==> src/pkg/rta_pkg.sv <==
// constants, state type and compare function for the rx termination and address matcher
package rta_pkg;

    // ========================================================================
    // register offsets (byte addresses)
    localparam int unsigned OFS_W            = 8;
    localparam logic [7:0]  OFS_TERM_CHARS   = 8'h34;
    localparam logic [7:0]  OFS_TERM_MASK    = 8'h38;
    localparam logic [7:0]  OFS_RX_ADDR      = 8'h3C;
    localparam logic [7:0]  OFS_RX_ADDR_MASK = 8'h40;
    localparam logic [7:0]  OFS_INT_STATUS   = 8'h80;
    localparam logic [7:0]  OFS_INT_MASK     = 8'h84;
    localparam logic [7:0]  OFS_FRAME_STATUS = 8'h88;

    // ========================================================================
    // reset values
    localparam logic [31:0] TERM_CHARS_RST   = 32'h0000_0000;
    localparam logic [31:0] TERM_MASK_RST    = 32'h0000_0000;
    localparam logic [31:0] RX_ADDR_RST      = 32'h0000_0000;
    localparam logic [31:0] RX_ADDR_MASK_RST = 32'h0000_0000;
    localparam logic [2:0]  INT_RST          = 3'h0;

    // ========================================================================
    // field layout
    localparam int unsigned BYTE_W     = 8;
    localparam int unsigned N_TERM     = 4;
    localparam int unsigned ADDR_W     = 16;
    localparam int unsigned STA_LSB    = 16;
    localparam int unsigned GRP_LSB    = 0;
    localparam int unsigned IRQ_W      = 3;
    localparam int unsigned IRQ_START  = 0;
    localparam int unsigned IRQ_END    = 1;
    localparam int unsigned IRQ_REJECT = 2;
    localparam logic [7:0]  HDLC_FLAG  = 8'h7E;

    // receive frame states, one-hot
    typedef enum logic [3:0] {
        RTA_HUNT    = 4'b0001,
        RTA_ADDR_HI = 4'b0010,
        RTA_ADDR_LO = 4'b0100,
        RTA_DATA    = 4'b1000
    } rta_state_t;

    // masked byte compare: a mask bit of one makes that position match
    function automatic logic rta_byte_eq(input logic [7:0] rx,
                                         input logic [7:0] exp,
                                         input logic [7:0] mask);
        return &(~(rx ^ exp) | mask);
    endfunction

endpackage

==> src/pkg/rta_match_if.sv <==
// interface between the frame controller and its two comparators
`timescale 1ns/100ps

interface rta_match_if;
    logic [31:0] window;
    logic [31:0] term_chars;
    logic [31:0] term_mask;
    logic [1:0]  term_count;
    logic        hdlc;
    logic        term_hit;
    logic [15:0] rx_addr;
    logic [31:0] addr_regs;
    logic [31:0] addr_mask;
    logic        wide;
    logic        addr_hit;

    modport ctrl (output window, term_chars, term_mask, term_count, hdlc,
                  output rx_addr, addr_regs, addr_mask, wide,
                  input  term_hit, addr_hit);
    modport term (input window, term_chars, term_mask, term_count, hdlc,
                  output term_hit);
    modport addr (input rx_addr, addr_regs, addr_mask, wide,
                  output addr_hit);
endinterface

==> src/hw/rta_term_match.sv <==
// termination sequence comparator over the last four received bytes
`timescale 1ns/100ps

module rta_term_match (
    rta_match_if.term m
);
    wire [1:0]  n_eff;
    wire [31:0] chars_eff;
    logic [rta_pkg::N_TERM-1:0] char_ok;

    // hdlc forces the first character to the flag and uses it alone
    assign n_eff     = m.hdlc ? 2'h0 : m.term_count;
    assign chars_eff = m.hdlc ? {m.term_chars[31:8], rta_pkg::HDLC_FLAG}
                              : m.term_chars;

    // character i is matched against the byte received n_eff-i bytes ago
    for (genvar i = 0; i < rta_pkg::N_TERM; i++) begin : g_char
        wire [1:0] sel  = n_eff - 2'(i);
        wire [7:0] rx_b = m.window[rta_pkg::BYTE_W*sel +: rta_pkg::BYTE_W];
        assign char_ok[i] = (2'(i) > n_eff) |
            rta_pkg::rta_byte_eq(rx_b,
                                 chars_eff[rta_pkg::BYTE_W*i +: rta_pkg::BYTE_W],
                                 m.term_mask[rta_pkg::BYTE_W*i +: rta_pkg::BYTE_W]);
    end

    assign m.term_hit = &char_ok;
endmodule

==> src/hw/rta_addr_match.sv <==
// station and group address comparator with per-bit masks
`timescale 1ns/100ps

module rta_addr_match (
    rta_match_if.addr m
);
    logic [1:0] hit;

    // k=0 group address in the low half-word, k=1 station address in the high
    for (genvar k = 0; k < 2; k++) begin : g_addr
        localparam int unsigned LSB = (k == 0) ? rta_pkg::GRP_LSB : rta_pkg::STA_LSB;
        localparam int unsigned B   = rta_pkg::BYTE_W;
        wire lo_ok = rta_pkg::rta_byte_eq(m.rx_addr[B-1:0],
                                          m.addr_regs[LSB +: B],
                                          m.addr_mask[LSB +: B]);
        wire hi_ok = rta_pkg::rta_byte_eq(m.rx_addr[2*B-1:B],
                                          m.addr_regs[LSB+B +: B],
                                          m.addr_mask[LSB+B +: B]);
        // 8-bit mode ignores the high byte
        assign hit[k] = lo_ok & (~m.wide | hi_ok);
    end

    // either comparison accepts the frame; masks give range recognition
    assign m.addr_hit = |hit;
endmodule

==> src/hw/rta_top.sv <==
// rx termination and address match block with apb register access
`timescale 1ns/100ps

// ============================================================================
// Summary of operation
// - termination_chars packs four byte characters, first one in lowest byte
// - term_byte_count selects how many termination characters end a frame
// - hdlc forces first termination character to 0x7E and ignores the rest
// - termination mask bit one makes that position always match
// - termination mask resets to zero; unmasked bits must equal received data
// - with address recognition, received address compared to receive_address
// - address field is taken from bytes right after the opening flag
// - unmatched address discards frame and returns to flag hunting
// - 8-bit addressing compares low byte only; 16-bit compares both bytes
// - group address also compared; either match accepts the frame
// - station address in bits 31..16, group address in bits 15..0
// - address mask bit one is don't-care; masks reset to zero
// - address mask register mirrors the address register layout
// - per-bit masks accept address ranges for broadcast recognition
// - frame start is flagged at a matching address field, or at the opening flag without address recognition
module rta_top #(
    parameter int unsigned APB_AW = 8
) (
    input  wire logic              pclk,
    input  wire logic              presetn,
    input  wire logic              ce,
    input  wire logic              psel,
    input  wire logic              penable,
    input  wire logic              pwrite,
    input  wire logic [APB_AW-1:0] paddr,
    input  wire logic [31:0]       pwdata,
    output logic      [31:0]       prdata,
    output wire logic              pready,
    output wire logic              pslverr,
    input  wire logic [7:0]        rx_byte,
    input  wire logic              rx_byte_valid,
    input  wire logic              rx_open_flag,
    input  wire logic              cfg_addr_recog,
    input  wire logic              cfg_addr_wide,
    input  wire logic              cfg_hdlc,
    input  wire logic [1:0]        term_byte_count,
    output logic      [7:0]        rx_data,
    output logic                   rx_data_valid,
    output logic                   frame_start_flag,
    output logic                   frame_end,
    output logic                   frame_reject,
    output wire logic              irq
);

    // ========================================================================
    // elaboration check
    if (APB_AW < rta_pkg::OFS_W || APB_AW > 32) begin : g_bad_aw
        $error("rta_top: APB_AW must be between 8 and 32");
    end

    // ========================================================================
    // apb decode
    wire        setup_ph;
    wire        access_ph;
    wire        wr_en;
    wire [7:0]  ofs;
    wire        sel_tc;
    wire        sel_tm;
    wire        sel_ra;
    wire        sel_rm;
    wire        sel_is;
    wire        sel_im;
    wire        sel_fs;
    wire        mapped;
    wire [31:0] rd_val;

    // decode by full byte address, so misaligned accesses are unmapped
    assign ofs       = paddr[rta_pkg::OFS_W-1:0];
    assign setup_ph  = psel & ~penable;
    assign access_ph = psel & penable & ce;
    assign wr_en     = access_ph & pwrite;
    assign sel_tc    = (ofs == rta_pkg::OFS_TERM_CHARS);
    assign sel_tm    = (ofs == rta_pkg::OFS_TERM_MASK);
    assign sel_ra    = (ofs == rta_pkg::OFS_RX_ADDR);
    assign sel_rm    = (ofs == rta_pkg::OFS_RX_ADDR_MASK);
    assign sel_is    = (ofs == rta_pkg::OFS_INT_STATUS);
    assign sel_im    = (ofs == rta_pkg::OFS_INT_MASK);
    assign sel_fs    = (ofs == rta_pkg::OFS_FRAME_STATUS);
    assign mapped    = sel_tc | sel_tm | sel_ra | sel_rm | sel_is | sel_im | sel_fs;
    assign pready    = ce;                       // a frozen block stalls the bus
    assign pslverr   = psel & penable & ~mapped;

    // ========================================================================
    // registers
    logic [31:0] term_chars;
    logic [31:0] term_mask;
    logic [31:0] receive_address;
    logic [31:0] receive_address_mask;
    logic [rta_pkg::IRQ_W-1:0] int_status;
    logic [rta_pkg::IRQ_W-1:0] int_mask;
    logic [rta_pkg::IRQ_W-1:0] next_int_status;
    logic [rta_pkg::IRQ_W-1:0] int_set;
    logic [rta_pkg::IRQ_W-1:0] int_clr;
    logic [15:0] last_addr;

    // termination characters and their mask
    always_ff @(posedge pclk or negedge presetn) begin
        if (!presetn) begin
            term_chars <= rta_pkg::TERM_CHARS_RST;
            term_mask  <= rta_pkg::TERM_MASK_RST;
        end else if (wr_en && sel_tc) begin
            term_chars <= pwdata;
        end else if (wr_en && sel_tm) begin
            term_mask <= pwdata;
        end
    end

    // station/group address and its mask
    always_ff @(posedge pclk or negedge presetn) begin
        if (!presetn) begin
            receive_address      <= rta_pkg::RX_ADDR_RST;
            receive_address_mask <= rta_pkg::RX_ADDR_MASK_RST;
        end else if (wr_en && sel_ra) begin
            receive_address <= pwdata;
        end else if (wr_en && sel_rm) begin
            receive_address_mask <= pwdata;
        end
    end

    // interrupt mask
    always_ff @(posedge pclk or negedge presetn) begin
        if (!presetn) begin
            int_mask <= rta_pkg::INT_RST;
        end else if (wr_en && sel_im) begin
            int_mask <= pwdata[rta_pkg::IRQ_W-1:0];
        end
    end

    // sticky status, write one to clear, a new event wins over the clear
    assign int_clr         = (wr_en && sel_is) ? pwdata[rta_pkg::IRQ_W-1:0] : rta_pkg::INT_RST;
    assign next_int_status = (int_status & ~int_clr) | int_set;
    always_ff @(posedge pclk or negedge presetn) begin
        if (!presetn) begin
            int_status <= rta_pkg::INT_RST;
        end else if (ce) begin
            int_status <= next_int_status;
        end
    end
    assign irq = |(int_status & int_mask);

    // ========================================================================
    // read path, captured in the setup phase
    rta_pkg::rta_state_t state;
    rta_pkg::rta_state_t next_state;

    assign rd_val = sel_tc ? term_chars :
                    sel_tm ? term_mask :
                    sel_ra ? receive_address :
                    sel_rm ? receive_address_mask :
                    sel_is ? 32'(int_status) :
                    sel_im ? 32'(int_mask) :
                    sel_fs ? 32'({state, last_addr}) : 32'h0000_0000;
    always_ff @(posedge pclk or negedge presetn) begin
        if (!presetn) begin
            prdata <= 32'h0000_0000;
        end else if (ce && setup_ph) begin
            prdata <= rd_val;
        end
    end

    // ========================================================================
    // receive frame control
    wire        byte_in;
    wire        flag_in;
    wire        in_hunt;
    wire        in_hi;
    wire        in_lo;
    wire        in_data;
    wire        ev_start;
    wire        ev_end;
    wire        ev_reject;
    logic       recog_f;
    logic       wide_f;
    logic       hdlc_f;
    logic [1:0] count_f;
    logic [7:0] addr_hi;
    logic [23:0] hist;

    rta_match_if mif ();

    assign byte_in = ce & rx_byte_valid;
    assign flag_in = ce & rx_open_flag;
    assign in_hunt = (state == rta_pkg::RTA_HUNT);
    assign in_hi   = (state == rta_pkg::RTA_ADDR_HI);
    assign in_lo   = (state == rta_pkg::RTA_ADDR_LO);
    assign in_data = (state == rta_pkg::RTA_DATA);

    // comparator hookup; window holds the current byte in its low lane
    assign mif.window     = {hist, rx_byte};
    assign mif.term_chars = term_chars;
    assign mif.term_mask  = term_mask;
    assign mif.term_count = count_f;
    assign mif.hdlc       = hdlc_f;
    assign mif.rx_addr    = {wide_f ? addr_hi : 8'h00, rx_byte};
    assign mif.addr_regs  = receive_address;
    assign mif.addr_mask  = receive_address_mask;
    assign mif.wide       = wide_f;

    rta_term_match u_term (
        .m (mif.term)
    );

    rta_addr_match u_addr (
        .m (mif.addr)
    );

    // frame events
    assign ev_start  = (in_hunt & flag_in & ~cfg_addr_recog) |
                       (in_lo & byte_in & mif.addr_hit);
    assign ev_reject = in_lo & byte_in & ~mif.addr_hit;
    assign ev_end    = in_data & byte_in & mif.term_hit;
    assign int_set   = rta_pkg::IRQ_W'({ev_reject, ev_end, ev_start});

    // next state
    always_comb begin
        next_state = state;
        case (state)
            rta_pkg::RTA_HUNT: begin
                if (flag_in) begin
                    if (!cfg_addr_recog) begin
                        next_state = rta_pkg::RTA_DATA;
                    end else if (cfg_addr_wide) begin
                        next_state = rta_pkg::RTA_ADDR_HI;
                    end else begin
                        next_state = rta_pkg::RTA_ADDR_LO;
                    end
                end
            end
            rta_pkg::RTA_ADDR_HI: begin
                if (byte_in) begin
                    next_state = rta_pkg::RTA_ADDR_LO;
                end
            end
            rta_pkg::RTA_ADDR_LO: begin
                if (byte_in) begin
                    next_state = mif.addr_hit ? rta_pkg::RTA_DATA
                                              : rta_pkg::RTA_HUNT;
                end
            end
            rta_pkg::RTA_DATA: begin
                if (ev_end) begin
                    next_state = rta_pkg::RTA_HUNT;
                end
            end
            default: begin
                next_state = rta_pkg::RTA_HUNT;
            end
        endcase
    end

    // state register
    always_ff @(posedge pclk or negedge presetn) begin
        if (!presetn) begin
            state <= rta_pkg::RTA_HUNT;
        end else if (ce) begin
            state <= next_state;
        end
    end

    // mode settings latched at the opening flag
    always_ff @(posedge pclk or negedge presetn) begin
        if (!presetn) begin
            recog_f <= 1'b0;
            wide_f  <= 1'b0;
            hdlc_f  <= 1'b0;
            count_f <= 2'h0;
        end else if (in_hunt && flag_in) begin
            recog_f <= cfg_addr_recog;
            wide_f  <= cfg_addr_wide;
            hdlc_f  <= cfg_hdlc;
            count_f <= term_byte_count;
        end
    end

    // address capture: first byte after the flag is high in 16-bit mode
    always_ff @(posedge pclk or negedge presetn) begin
        if (!presetn) begin
            addr_hi   <= 8'h00;
            last_addr <= 16'h0000;
        end else if (in_hi && byte_in) begin
            addr_hi <= rx_byte;
        end else if (in_lo && byte_in) begin
            last_addr <= mif.rx_addr;
        end
    end

    // history of earlier frame bytes for multi-character termination
    always_ff @(posedge pclk or negedge presetn) begin
        if (!presetn) begin
            hist <= 24'h00_0000;
        end else if (in_hunt && flag_in) begin
            hist <= 24'h00_0000;
        end else if (in_data && byte_in) begin
            hist <= mif.window[23:0];
        end
    end

    // data bytes and frame event pulses
    always_ff @(posedge pclk or negedge presetn) begin
        if (!presetn) begin
            rx_data          <= 8'h00;
            rx_data_valid    <= 1'b0;
            frame_start_flag <= 1'b0;
            frame_end        <= 1'b0;
            frame_reject     <= 1'b0;
        end else if (ce) begin
            rx_data_valid    <= in_data & byte_in & ~mif.term_hit;
            frame_start_flag <= ev_start;
            frame_end        <= ev_end;
            frame_reject     <= ev_reject;
            if (in_data && byte_in && !mif.term_hit) begin
                rx_data <= rx_byte;
            end
        end
    end

    // ========================================================================
    // assertions
    property p_tc_write;
        @(posedge pclk) disable iff (!presetn)
        (wr_en && sel_tc) |=> (term_chars == $past(pwdata));
    endproperty
    a_tc_write: assert property (p_tc_write) else $error("term chars write lost");

    property p_hdlc_flag_ends;
        @(posedge pclk) disable iff (!presetn)
        (in_data && byte_in && hdlc_f && rx_byte == rta_pkg::HDLC_FLAG) |=> frame_end;
    endproperty
    a_hdlc_flag_ends: assert property (p_hdlc_flag_ends) else $error("hdlc flag no end");

    property p_all_masked;
        @(posedge pclk) disable iff (!presetn)
        (in_data && byte_in && term_mask == 32'hFFFF_FFFF) |=> (frame_end && !rx_data_valid);
    endproperty
    a_all_masked: assert property (p_all_masked) else $error("masked term no end");

    property p_unmasked_miss;
        @(posedge pclk) disable iff (!presetn)
        (in_data && byte_in && !hdlc_f && count_f == 2'h0 && term_mask == 32'h0000_0000
         && rx_byte != term_chars[7:0]) |=> (!frame_end && rx_data_valid);
    endproperty
    a_unmasked_miss: assert property (p_unmasked_miss) else $error("false termination");

    property p_reject_hunt;
        @(posedge pclk) disable iff (!presetn)
        frame_reject |-> (in_hunt && !frame_start_flag);
    endproperty
    a_reject_hunt: assert property (p_reject_hunt) else $error("reject not hunting");

    property p_match_start;
        @(posedge pclk) disable iff (!presetn)
        (in_lo && byte_in && mif.addr_hit) |=> (frame_start_flag && in_data)
                                            ##1 (!ce || int_status[rta_pkg::IRQ_START]);
    endproperty
    a_match_start: assert property (p_match_start) else $error("no frame start");

    property p_wide_only_hi;
        @(posedge pclk) disable iff (!presetn)
        in_hi |-> (wide_f && recog_f);
    endproperty
    a_wide_only_hi: assert property (p_wide_only_hi) else $error("high byte in 8-bit");

    property p_cfg_static;
        @(posedge pclk) disable iff (!presetn)
        (!in_hunt && !$past(in_hunt)) |-> ($stable(wide_f) && $stable(hdlc_f));
    endproperty
    a_cfg_static: assert property (p_cfg_static) else $error("mode changed in frame");

    property p_open_flag;
        @(posedge pclk) disable iff (!presetn)
        (in_hunt && flag_in && cfg_addr_recog) |=> (in_hi || in_lo);
    endproperty
    a_open_flag: assert property (p_open_flag) else $error("address phase skipped");

    c_start:  cover property (@(posedge pclk) disable iff (!presetn) frame_start_flag);
    c_end:    cover property (@(posedge pclk) disable iff (!presetn) frame_end);
    c_reject: cover property (@(posedge pclk) disable iff (!presetn) frame_reject);
    c_wide:   cover property (@(posedge pclk) disable iff (!presetn)
                              in_hi ##1 (in_lo && byte_in && mif.addr_hit));

endmodule

==> config.mk <==
export PLATFORM = sky130hd
export DESIGN_NAME = rta_top
export DESIGN_NICKNAME = d
export VERILOG_FILES = /design/src/pkg/rta_pkg.sv /design/src/pkg/rta_match_if.sv /design/src/hw/rta_term_match.sv /design/src/hw/rta_addr_match.sv /design/src/hw/rta_top.sv
export SDC_FILE = /design/constraint.sdc
export NUM_CORES = 1
export LEC_CHECK = 0
export BUFFER_PORTS_ARGS = -buffer_cell sky130_fd_sc_hd__buf_4
export CAP_MARGIN = 5
export CORE_UTILIZATION = 55
export CTS_CLUSTER_SIZE = 25
export DETAILED_ROUTE_END_ITERATION = 10
export PLACE_DENSITY = 0.75
export RECOVER_POWER = 100
export REMOVE_ABC_BUFFERS = 1
export SYNTH_ARGS = -nofsm -noshare
export SYNTH_HDL_FRONTEND = slang
export SYNTH_SLANG_ARGS = --single-unit
==> constraint.sdc <==
create_clock -name pclk -period 4 [get_ports pclk]
set_input_delay 0.8 -clock pclk [delete_from_list [all_inputs] [get_ports pclk]]
set_output_delay 0.8 -clock pclk [all_outputs]
set_load 0.1 [all_outputs]
==> impl_metrics.json, run 1 <==
{
  "netlist_area_mm2": 0.0118,
  "critPathTopFamily": "buffers and inverters",
  "reg2reg_depth": 11,
  "ys.flop_type": "dfrtp_1",
  "slew_violations": 238,
  "tns_ns": 0,
  "yosysWarnings": 0,
  "r2r-start": "count_f[1]",
  "hold_ws_ns": 0.476,
  "htree_levels": 1,
  "grt_pass1_wl_um": 52700,
  "reg2reg_slack_ns": 0.31,
  "holdPathEnd": "prdata[22]",
  "fmax_mhz": 265,
  "post_cts_resized": 0,
  "min_from": "prdata[22]",
  "crit_arrival_ns": 4.17,
  "clk_pin_slew_worst_paths_ns": 0.06,
  "hold_viol_final": 0,
  "async_flop_share": 1.00,
  "cp_num_buf_inv": 3,
  "drtIter0Drc": 1031,
  "setup_viol": 0,
  "reg2reg_to": "state[3]",
  "num_rows": 53,
  "antenna_found_initial": 0,
  "cts_setup_buffers": 0,
  "port_buffers": 107,
  "skew_ns": 0.0127,
  "drv_cap": 5,
  "insertion_delay_ns": 0.53,
  "cts_num_sinks": 234,
  "wl_per_cell_um": 23.7,
  "status": "finished with violations",
  "critPathMostFrequentCell": "clkbuf_4",
  "grt_pass1_vias": 9001,
  "synth_cell_types": 58,
  "leakage_nw": 6.27,
  "required_ns": 4.40,
  "drive_gt1_frac": 0.250,
  "track_usage": 0.314,
  "critPathKind": "in -> reg",
  "overflow": 0,
  "n_antenna_cell": 0,
  "dpl.hpwl_um": 22800,
  "drtAntennaViolNets": 0,
  "period_share": 0.942,
  "synth.avg_cell_area_um2": 11.4,
  "crit_fanout": 33,
  "vias_per_cell": 6.48,
  "die_h_um": 148,
  "synth_seq_cells": 234,
  "cts_tree": "built",
  "vdd_drop_max_v": 0.000393,
  "nFillCells": 1662,
  "cts_hold_buf": 0,
  "max_stage_delay_ns": 1.57,
  "cts_inserted_buffers": 24,
  "finalNetCount": 1194,
  "tightestPinTransition_ns": 2.66,
  "whs_path_depth": 2,
  "critPathCaptureType": "flop",
  "rsz0062_at_grt": "false",
  "core_area_mm2": 0.0210,
  "drc_errors": 0,
  "first_pass_iters": 6,
  "die_area_mm2": 0.0221,
  "slew_headroom": -0.776,
  "clock-root-buffer": "clkbuf_16",
  "routed_wl_um": 33800,
  "crit_start": "paddr[1]",
  "slowest_stage": "clkbuf_1",
  "p_per_area_mw_per_mm2": 568,
  "grt_max_degree": 106,
  "via_count": 9238,
  "initial_core_util": 0.562,
  "dieWidth_um": 148,
  "io_pins": 108,
  "violations": "capacitance limit, slew limit",
  "gp_congestion": 1.00,
  "cp-start-kind": "input port",
  "cts_buffer_depth": 3,
  "synth-edff-count": 0,
  "yosysSeqAreaShare": 0.496,
  "synth_cells": 1036,
  "finalCriticalPeriod_ns": 3.77,
  "min_path_type": "reg -> reg",
  "synthToLayoutAreaGrowth_pct": 15.1,
  "path_cells": "clkbuf_4, nor3_1, and3_1, clkbuf_1, nand2_1, clkbuf_4, mux2_2"
}
[layout by cell type (no fill, tap or decap), types with 15 or more instances in the layout]
cell,n
a21o_1,17
a21oi_1,31
a221oi_1,15
a222oi_1,27
buf_4,74
clkbuf_1,57
clkbuf_16,25
dfrtp_1,233
inv_1,28
mux2_2,148
mux2i_1,51
nand2_1,86
nor2_1,33
o21ai_0,44
o22ai_1,35
o31ai_1,19
xnor2_1,36
xor2_1,24
[Yosys cell counts, drive strengths merged (21+ instances only)]
cell type	n	area share
dfrtp	233	0.49
mux2	154	0.15
nand2	86	0.027
mux2i	51	0.043
clkbuf	50	0.016
o21ai	44	0.019
xnor2	36	0.027
o22ai	35	0.019
nor2	34	0.011
a21oi	31	0.013
inv	29	0.0092
a222oi	27	0.023
xor2	24	0.018
buf	21	0.0083
[worst min-delay path, cell delays in order, from the launching register on]
cell and delay (ns):
dfrtp_1 0.34, nand2_1 0.04, o21ai_0 0.06
[per-layer routing]
layer,vias to the layer above,global-route usage,share of wire
met5,-,0,0
met4,0,0.110,0.034
met3,89,0.0540,0.090
met2,494,0.480,0.45
met1,4603,0.453,0.42
li1,4052,-,-
[power breakdown]
| part | total (mW) | internal, mW | switching (mW) |
|---|---|---|---|
| Combinational | 2.32 | 0.866 | 1.45 |
| Sequential | 2.90 | 2.60 | 0.299 |
| Clock | 2.49 | 1.52 | 0.970 |
[registers in the layout, summed over array words and instances (netlist names), 16 cells and up]
name,flops
hist,24
last_addr,16
mif.addr_mask,32
mif.addr_regs,32
mif.term_chars,32
mif.term_mask,32
prdata,32
[through the flow]
step / setup WS [ns] / instances / utilization / total power, mW / cell area, µm²
after global placement: 0.486 / 1381 / 0.616 / 5.21 / 12900
final: 0.233 / 1425 / 0.647 / 7.72 / 13600
after floorplan: -0.807 / 965 / - / 4.45 / 11500
after detailed placement: 0.422 / 1381 / 0.616 / 5.25 / 12900
after CTS: 0.398 / 1425 / 0.658 / 7.74 / 13800
after global routing: 0.0989 / 1425 / 0.647 / 8.01 / 13600
[worst max path at each step]
| stage | slack (ns) | depth (start not counted) | endpoint |
|---|---|---|---|
| 2_1_floorplan | -0.81 | 5 | pslverr |
| 3_3_place_gp | 0.49 | 11 | state[3] |
| 3_5_place_dp | 0.42 | 11 | state[3] |
| 4_1_cts | 0.40 | 11 | state[3] |
| 5_1_grt | 0.1 | 10 | mif.addr_regs[31] |
| 6_report | 0.23 | 7 | mif.term_chars[24] |
[kinds of logic (layout without fill, tap and decap cells)]
kind of cell,Yosys count,count (layout),share of synthesized area
DFF,234,234,0.496
AOI/OAI and AO/OA,233,233,0.139
xor gates and xnor gates,60,60,0.0445
and+or+nand+nor,196,196,0.0818
adders and majority gates,1,1,0.00106
muxes,212,212,0.204
buffers and inverters,100,214,0.0334
[area by class of cell]
class | instances | area (µm²) | share of cell area
tap | 275 | 344 | 0.0253
inverter | 29 | 109 | 0.00801
clock inverter | 15 | 215 | 0.0158
sequential | 234 | 5860 | 0.431
multi-input combinational | 702 | 5560 | 0.409
clock buffer | 29 | 671 | 0.0493
timing repair buffer | 141 | 841 | 0.0619
Note: power is estimated with default switching activity, not from simulation.
==> run 2: changes to the inputs <==
Settings changed: CELL_PAD_IN_SITES_DETAIL_PLACEMENT set to 1, CELL_PAD_IN_SITES_GLOBAL_PLACEMENT set to 1, CORE_UTILIZATION 55 to 48, CTS_CLUSTER_DIAMETER set to 60, PLACE_DENSITY 0.75 to unset, PLACE_DENSITY_LB_ADDON set to 0.1.
==> run 2 against run 1 <==
Compared with the run above:
- the flow still finishes with violations (capacitance limit, slew limit)
- sequential share of layout area is 0.19 points higher
- count of clock-buffer cells in the layout is 5 lower
- non-clock buffer count is 2 higher
- critical path depth is 2 higher
- final cell count is 3.1% higher
- wire length is 11% higher
- core utilization is 8.9 points lower
- register-to-register slack better by 0.22 ns
- combinational power is 3% higher
- via count is 0.11% lower
- critical path type unchanged
- critical endpoint is now mif.addr_regs[4]
==> impl_metrics.json, run 2 (synthesis results as in run 1) <==
{
  "rsz0062_at_grt": "false",
  "critPathCaptureType": "flop",
  "cts_buffer_depth": 3,
  "drtAntennaViolNets": 0,
  "cts_setup_buffers": 0,
  "die_h_um": 159,
  "violations": "capacitance limit, slew limit",
  "whs_path_depth": 2,
  "grt_pass1_vias": 9613,
  "slew_headroom": -0.549,
  "dp_cells": 1432,
  "cts_num_sinks": 234,
  "p_int_mw": 4.70,
  "synthToLayoutAreaGrowth_pct": 14.6,
  "leakage_nw": 6.22,
  "hold_viol_final": 0,
  "num_rows": 57,
  "reg2reg_depth": 9,
  "port_buffers": 107,
  "dieWidth_um": 159,
  "htree_levels": 1,
  "cts_hold_buf": 0,
  "overflow": 0,
  "setup_viol": 0,
  "gp_congestion": 0.898,
  "vias_per_cell": 6.28,
  "drc_errors": 0,
  "die_area_mm2": 0.0252,
  "drtIter0Drc": 662,
  "p_clk_frac": 0.299,
  "core_area_mm2": 0.0242,
  "p_sw_frac": 0.374,
  "clk_pin_slew_worst_paths_ns": 0.07,
  "finalCriticalPeriod_ns": 3.54,
  "cp-start-kind": "input port",
  "wl_per_cell_um": 25.7,
  "n_antenna_cell": 0,
  "first_pass_iters": 8,
  "vdd_drop_max_v": 0.000320,
  "critPathKind": "in -> reg",
  "status": "finished with violations",
  "power_frac_seq": 0.381,
  "initial_core_util": 0.487,
  "required_ns": 4.39,
  "fmax_mhz": 282,
  "clock-root-buffer": "clkbuf_16",
  "final_util": 0.558,
  "period_share": 0.886,
  "via_count": 9228,
  "grt_pass1_wl_um": 59300,
  "io_pins": 108,
  "slew_violations": 119,
  "crit_fanout": 32,
  "antenna_found_initial": 0,
  "dpl.hpwl_um": 26000,
  "drv_cap": 2,
  "nFillCells": 2553,
  "crit_arrival_ns": 3.94,
  "grt_max_degree": 87,
  "drive_gt1_frac": 0.246,
  "insertion_delay_ns": 0.53,
  "cts_tree": "built",
  "finalNetCount": 1193,
  "combPwrFrac": 0.320,
  "p_per_area_mw_per_mm2": 555,
  "min_path_type": "reg -> reg",
  "cts_inserted_buffers": 21,
  "track_usage": 0.305,
  "final_common_cell": "dfrtp_1",
  "post_cts_resized": 0,
  "finalNonFillerCells": 1469,
  "tightestPinTransition_ns": 2.32,
  "power_switching_mw": 2.81,
  "layout_common_cells": "dfrtp_1, mux2_2, nand2_1",
  "routed_wl_um": 37700,
  "skew_ns": 0.0318
}
## run 2: changes by cell type in the layout (fill, tap and decap cells not counted), moves of 3 or more
cell / previous run / this run
clkbuf_16: 25 / 21
clkinv_2: 5 / 1
inv_8: 0 / 4
buf_4: 74 / 77
clkinvlp_4: 3 / 0
## run 2: layout make-up
| type | instances | area (µm²) | share of cell area |
|---|---|---|---|
| flip-flops and latches | 234 | 5860 | 0.433 |
| multi-input cells | 702 | 5560 | 0.411 |
| repair buffers | 143 | 857 | 0.0633 |
| clock buffers | 24 | 557 | 0.0411 |
| well taps | 324 | 405 | 0.0300 |
| clock inverters | 13 | 191 | 0.0141 |
| inverters | 29 | 109 | 0.00804 |
## run 2: path summary, 6_finish.rpt
path / startpoint / end / slack [ns]
setup / recovery: paddr[5] / mif.addr_regs[4] / 0.46
hold / removal: prdata[19] / prdata[19] / 0.47
setup reg to reg: mif.wide / state[3] / 0.53
hold reg to reg: prdata[19] / prdata[19] / 0.47
max in group asynchronous: presetn / mif.term_mask[28] / 0.85
min in group asynchronous: presetn / rx_data_valid / 0.96
## run 2: metal layers
layer,GRT usage,routed length (µm)
met4,0.0808,836
met1,0.434,16700
met5,0,0
met2,0.481,17500
met3,0.0499,2680
## run 2: power by group through the flow
stage,clock network [mW],logic (mW),registers (mW)
floorplan,0,1.23,3.21
global placement,0,2.38,2.90
detailed placement,0,2.43,2.90
CTS,2.28,2.44,2.86
global route,2.37,2.56,2.89
finish,2.24,2.40,2.86
## run 2: per-stage QoR
stage                     power [mW]  setup WS, ns  TNS, ns  area [µm²]  hold slack (ns)
final                           7.50         0.456        0       13500            0.473
after global routing            7.82         0.275        0       13500            0.485
after detailed placement        5.33         0.566        0       13000            0.467
after global placement          5.28         0.656        0       13000            0.461
after CTS                       7.57         0.528        0       13800            0.318
after floorplan                 4.45        -0.807    -2.47       11500            0.449
## run 2: critical path, stage by stage
cell      delay [ns]
clkbuf_1        0.11
nand2_1         0.06
nor3_1          0.27
nand3_1         0.39
nor2_1          0.19
clkbuf_1        1.04
nand2_1         0.13
buf_2           0.49
mux2_2          0.43
==> run 3: changes to the inputs <==
Settings changed: CORE_ASPECT_RATIO set to 0.75.
==> run 3 against run 2 <==
Compared with the run above:
- the run still ends with capacitance limit, slew limit left
- die area about the same
- register-to-register slack got worse by 0.18 ns
- total power shrank 3.6%
- core utilization down 0.073 points
- critical path depth unchanged
- wire length grew 1.0%
- sequential share of layout area is 0.44 points higher
- count of clock-buffer cells in the layout shrank 5
- clock skew shrank 0.0051 ns
- first-iteration DRC count up 24%
- combinational power up 2%
- global-route usage is 0.68 points higher
==> impl_metrics.json, run 3 (synthesis results as in run 1) <==
{
  "status": "finished with violations",
  "violations": "capacitance limit, slew limit",
  "gp_congestion": 0.979,
  "die_area_mm2": 0.0252,
  "final_common_cell": "dfrtp_1",
  "num_rows": 49,
  "via_count": 9228,
  "reg2reg_depth": 9,
  "n_antenna_cell": 0,
  "crit_fanout": 25,
  "core_area_mm2": 0.0240,
  "grt_max_degree": 82,
  "critPathCaptureType": "flop",
  "p_per_area_mw_per_mm2": 540,
  "grt_pass1_vias": 9296,
  "pre_cts_ws_ns": 0.400,
  "tns_ns": 0,
  "vdd_drop_max_v": 0.000331,
  "port_buffers": 107,
  "post_cts_resized": 0,
  "slew_headroom": -0.486,
  "slew_violations": 115,
  "layout_common_cells": "dfrtp_1, mux2_2, nand2_1",
  "initial_core_util": 0.491,
  "r2r-start": "hdlc_f",
  "cts_inserted_buffers": 16,
  "finalNetCount": 1190,
  "routed_wl_um": 38100,
  "insertion_delay_ns": 0.52,
  "max_stage_delay_ns": 0.47,
  "slowest_stage": "a2111oi_0",
  "routed-wl-met2_um": 16200,
  "drc_errors": 0,
  "cts_num_sinks": 234,
  "dieWidth_um": 183,
  "path_cells": "and2b_1, buf_4, mux2_1, and4b_1, a2111oi_0, nand3b_1, nor4_4, nand4_1, a221o_1",
  "track_usage": 0.311,
  "grt_pass1_wl_um": 58800,
  "drtAntennaViolNets": 0,
  "io_pins": 108,
  "fmax_mhz": 274,
  "vias_per_cell": 6.28,
  "hold_viol_final": 0,
  "tightestPinTransition_ns": 2.23,
  "drv_cap": 2,
  "leakage_nw": 6.15,
  "cts_setup_buffers": 0,
  "reg2reg_slack_ns": 0.35,
  "finalCriticalPeriod_ns": 3.65,
  "cp-start-kind": "flop",
  "cts_buffer_depth": 3,
  "layout_setup_ws_ns": 0.354,
  "setup_viol": 0,
  "required_ns": 4.40,
  "final_area_mm2": 0.0134,
  "reg2reg_to": "state[3]",
  "rsz0062_at_grt": "false",
  "crit_arrival_ns": 4.04,
  "dpl.hpwl_um": 26500,
  "dpl_cell_area_mm2": 0.0131,
  "min_path_type": "reg -> reg",
  "skew_ns": 0.0267,
  "synthToLayoutAreaGrowth_pct": 13.5,
  "final_util": 0.557,
  "critPathKind": "reg -> reg",
  "first_pass_iters": 8,
  "wl_met3_um": 3030,
  "drive_gt1_frac": 0.242,
  "antenna_found_initial": 0,
  "clk_pin_slew_worst_paths_ns": 0.10,
  "cts_hold_buf": 0,
  "maxUsedRoutingLayer": "met4",
  "holdPathEnd": "prdata[18]",
  "period_share": 0.912,
  "nFillCells": 2559,
  "whs_path_depth": 1,
  "overflow": 0,
  "htree_levels": 1,
  "cts_tree": "built",
  "wl_per_cell_um": 25.9,
  "die_h_um": 138,
  "drtIter0Drc": 819,
  "min_from": "prdata[18]",
  "m1WireLength_um": 18300,
  "clock-root-buffer": "clkbuf_16"
}
-- run 3: cell count changes in the layout (fill, tap and decap cells not counted), moves of 2 or more --
| cell | before | now |
|---|---|---|
| inv_8 | 4 | 2 |
| clkinv_8 | 0 | 4 |
| mux2_1 | 6 | 8 |
| mux2_2 | 148 | 146 |
| clkbuf_16 | 21 | 17 |
| bufinv_16 | 3 | 1 |
| buf_4 | 77 | 80 |
| clkinv_4 | 3 | 1 |
-- run 3: worst max-delay path by stage --
stage	start	to	slack, ns	depth (start not counted)
floorplan	paddr[4]	pslverr	-0.81	5
global route	presetn	addr_hi[4]	0.13	2
CTS	hdlc_f	rx_data[1]	0.46	9
finish	hdlc_f	state[3]	0.35	9
global placement	rx_byte[5]	rx_data[7]	0.42	10
detailed placement	rx_byte[5]	rx_data[7]	0.40	10
-- run 3: where the power goes --
part | total [mW] | leakage (nW) | internal [mW] | switching [mW]
clock network | 1.88 | 0.283 | 0.915 | 0.967
logic | 2.45 | 2.64 | 0.877 | 1.58
registers | 2.90 | 3.22 | 2.60 | 0.300
-- run 3: final cells by class --
| type | instances | area, µm² | share of cell area |
|---|---|---|---|
| repair buffers | 145 | 873 | 0.0652 |
| multi-input cells | 702 | 5560 | 0.415 |
| inverters | 29 | 109 | 0.00813 |
| clock buffers | 19 | 443 | 0.0331 |
| well taps | 331 | 414 | 0.0309 |
| clock inverters | 9 | 143 | 0.0106 |
| flip-flops and latches | 234 | 5860 | 0.437 |
-- run 3: per-layer routing --
layer  up-vias  global-route usage
met5         -                   0
met4         0              0.0556
met3        41              0.0584
met2       368               0.462
met1      4793               0.476
li1       4026                   -
-- run 3: worst max-delay path: cells and delay by family (launching register included) --
kind | cells | cell delay, ns
DFF | 1 | 0.46
AOI/OAI and AO/OA | 2 | 0.84
buffers and inverters | 1 | 0.36
and+or+nand+nor | 5 | 1.44
muxes | 1 | 0.41
-- run 3: through the flow --
step / hold slack, ns / instances / total power [mW]
2_1_floorplan: 0.449 / 965 / 4.45
3_3_place_gp: 0.462 / 1441 / 5.35
3_5_place_dp: 0.467 / 1441 / 5.40
4_1_cts: 0.309 / 1469 / 7.27
5_1_grt: 0.494 / 1469 / 7.51
6_report: 0.479 / 1469 / 7.24
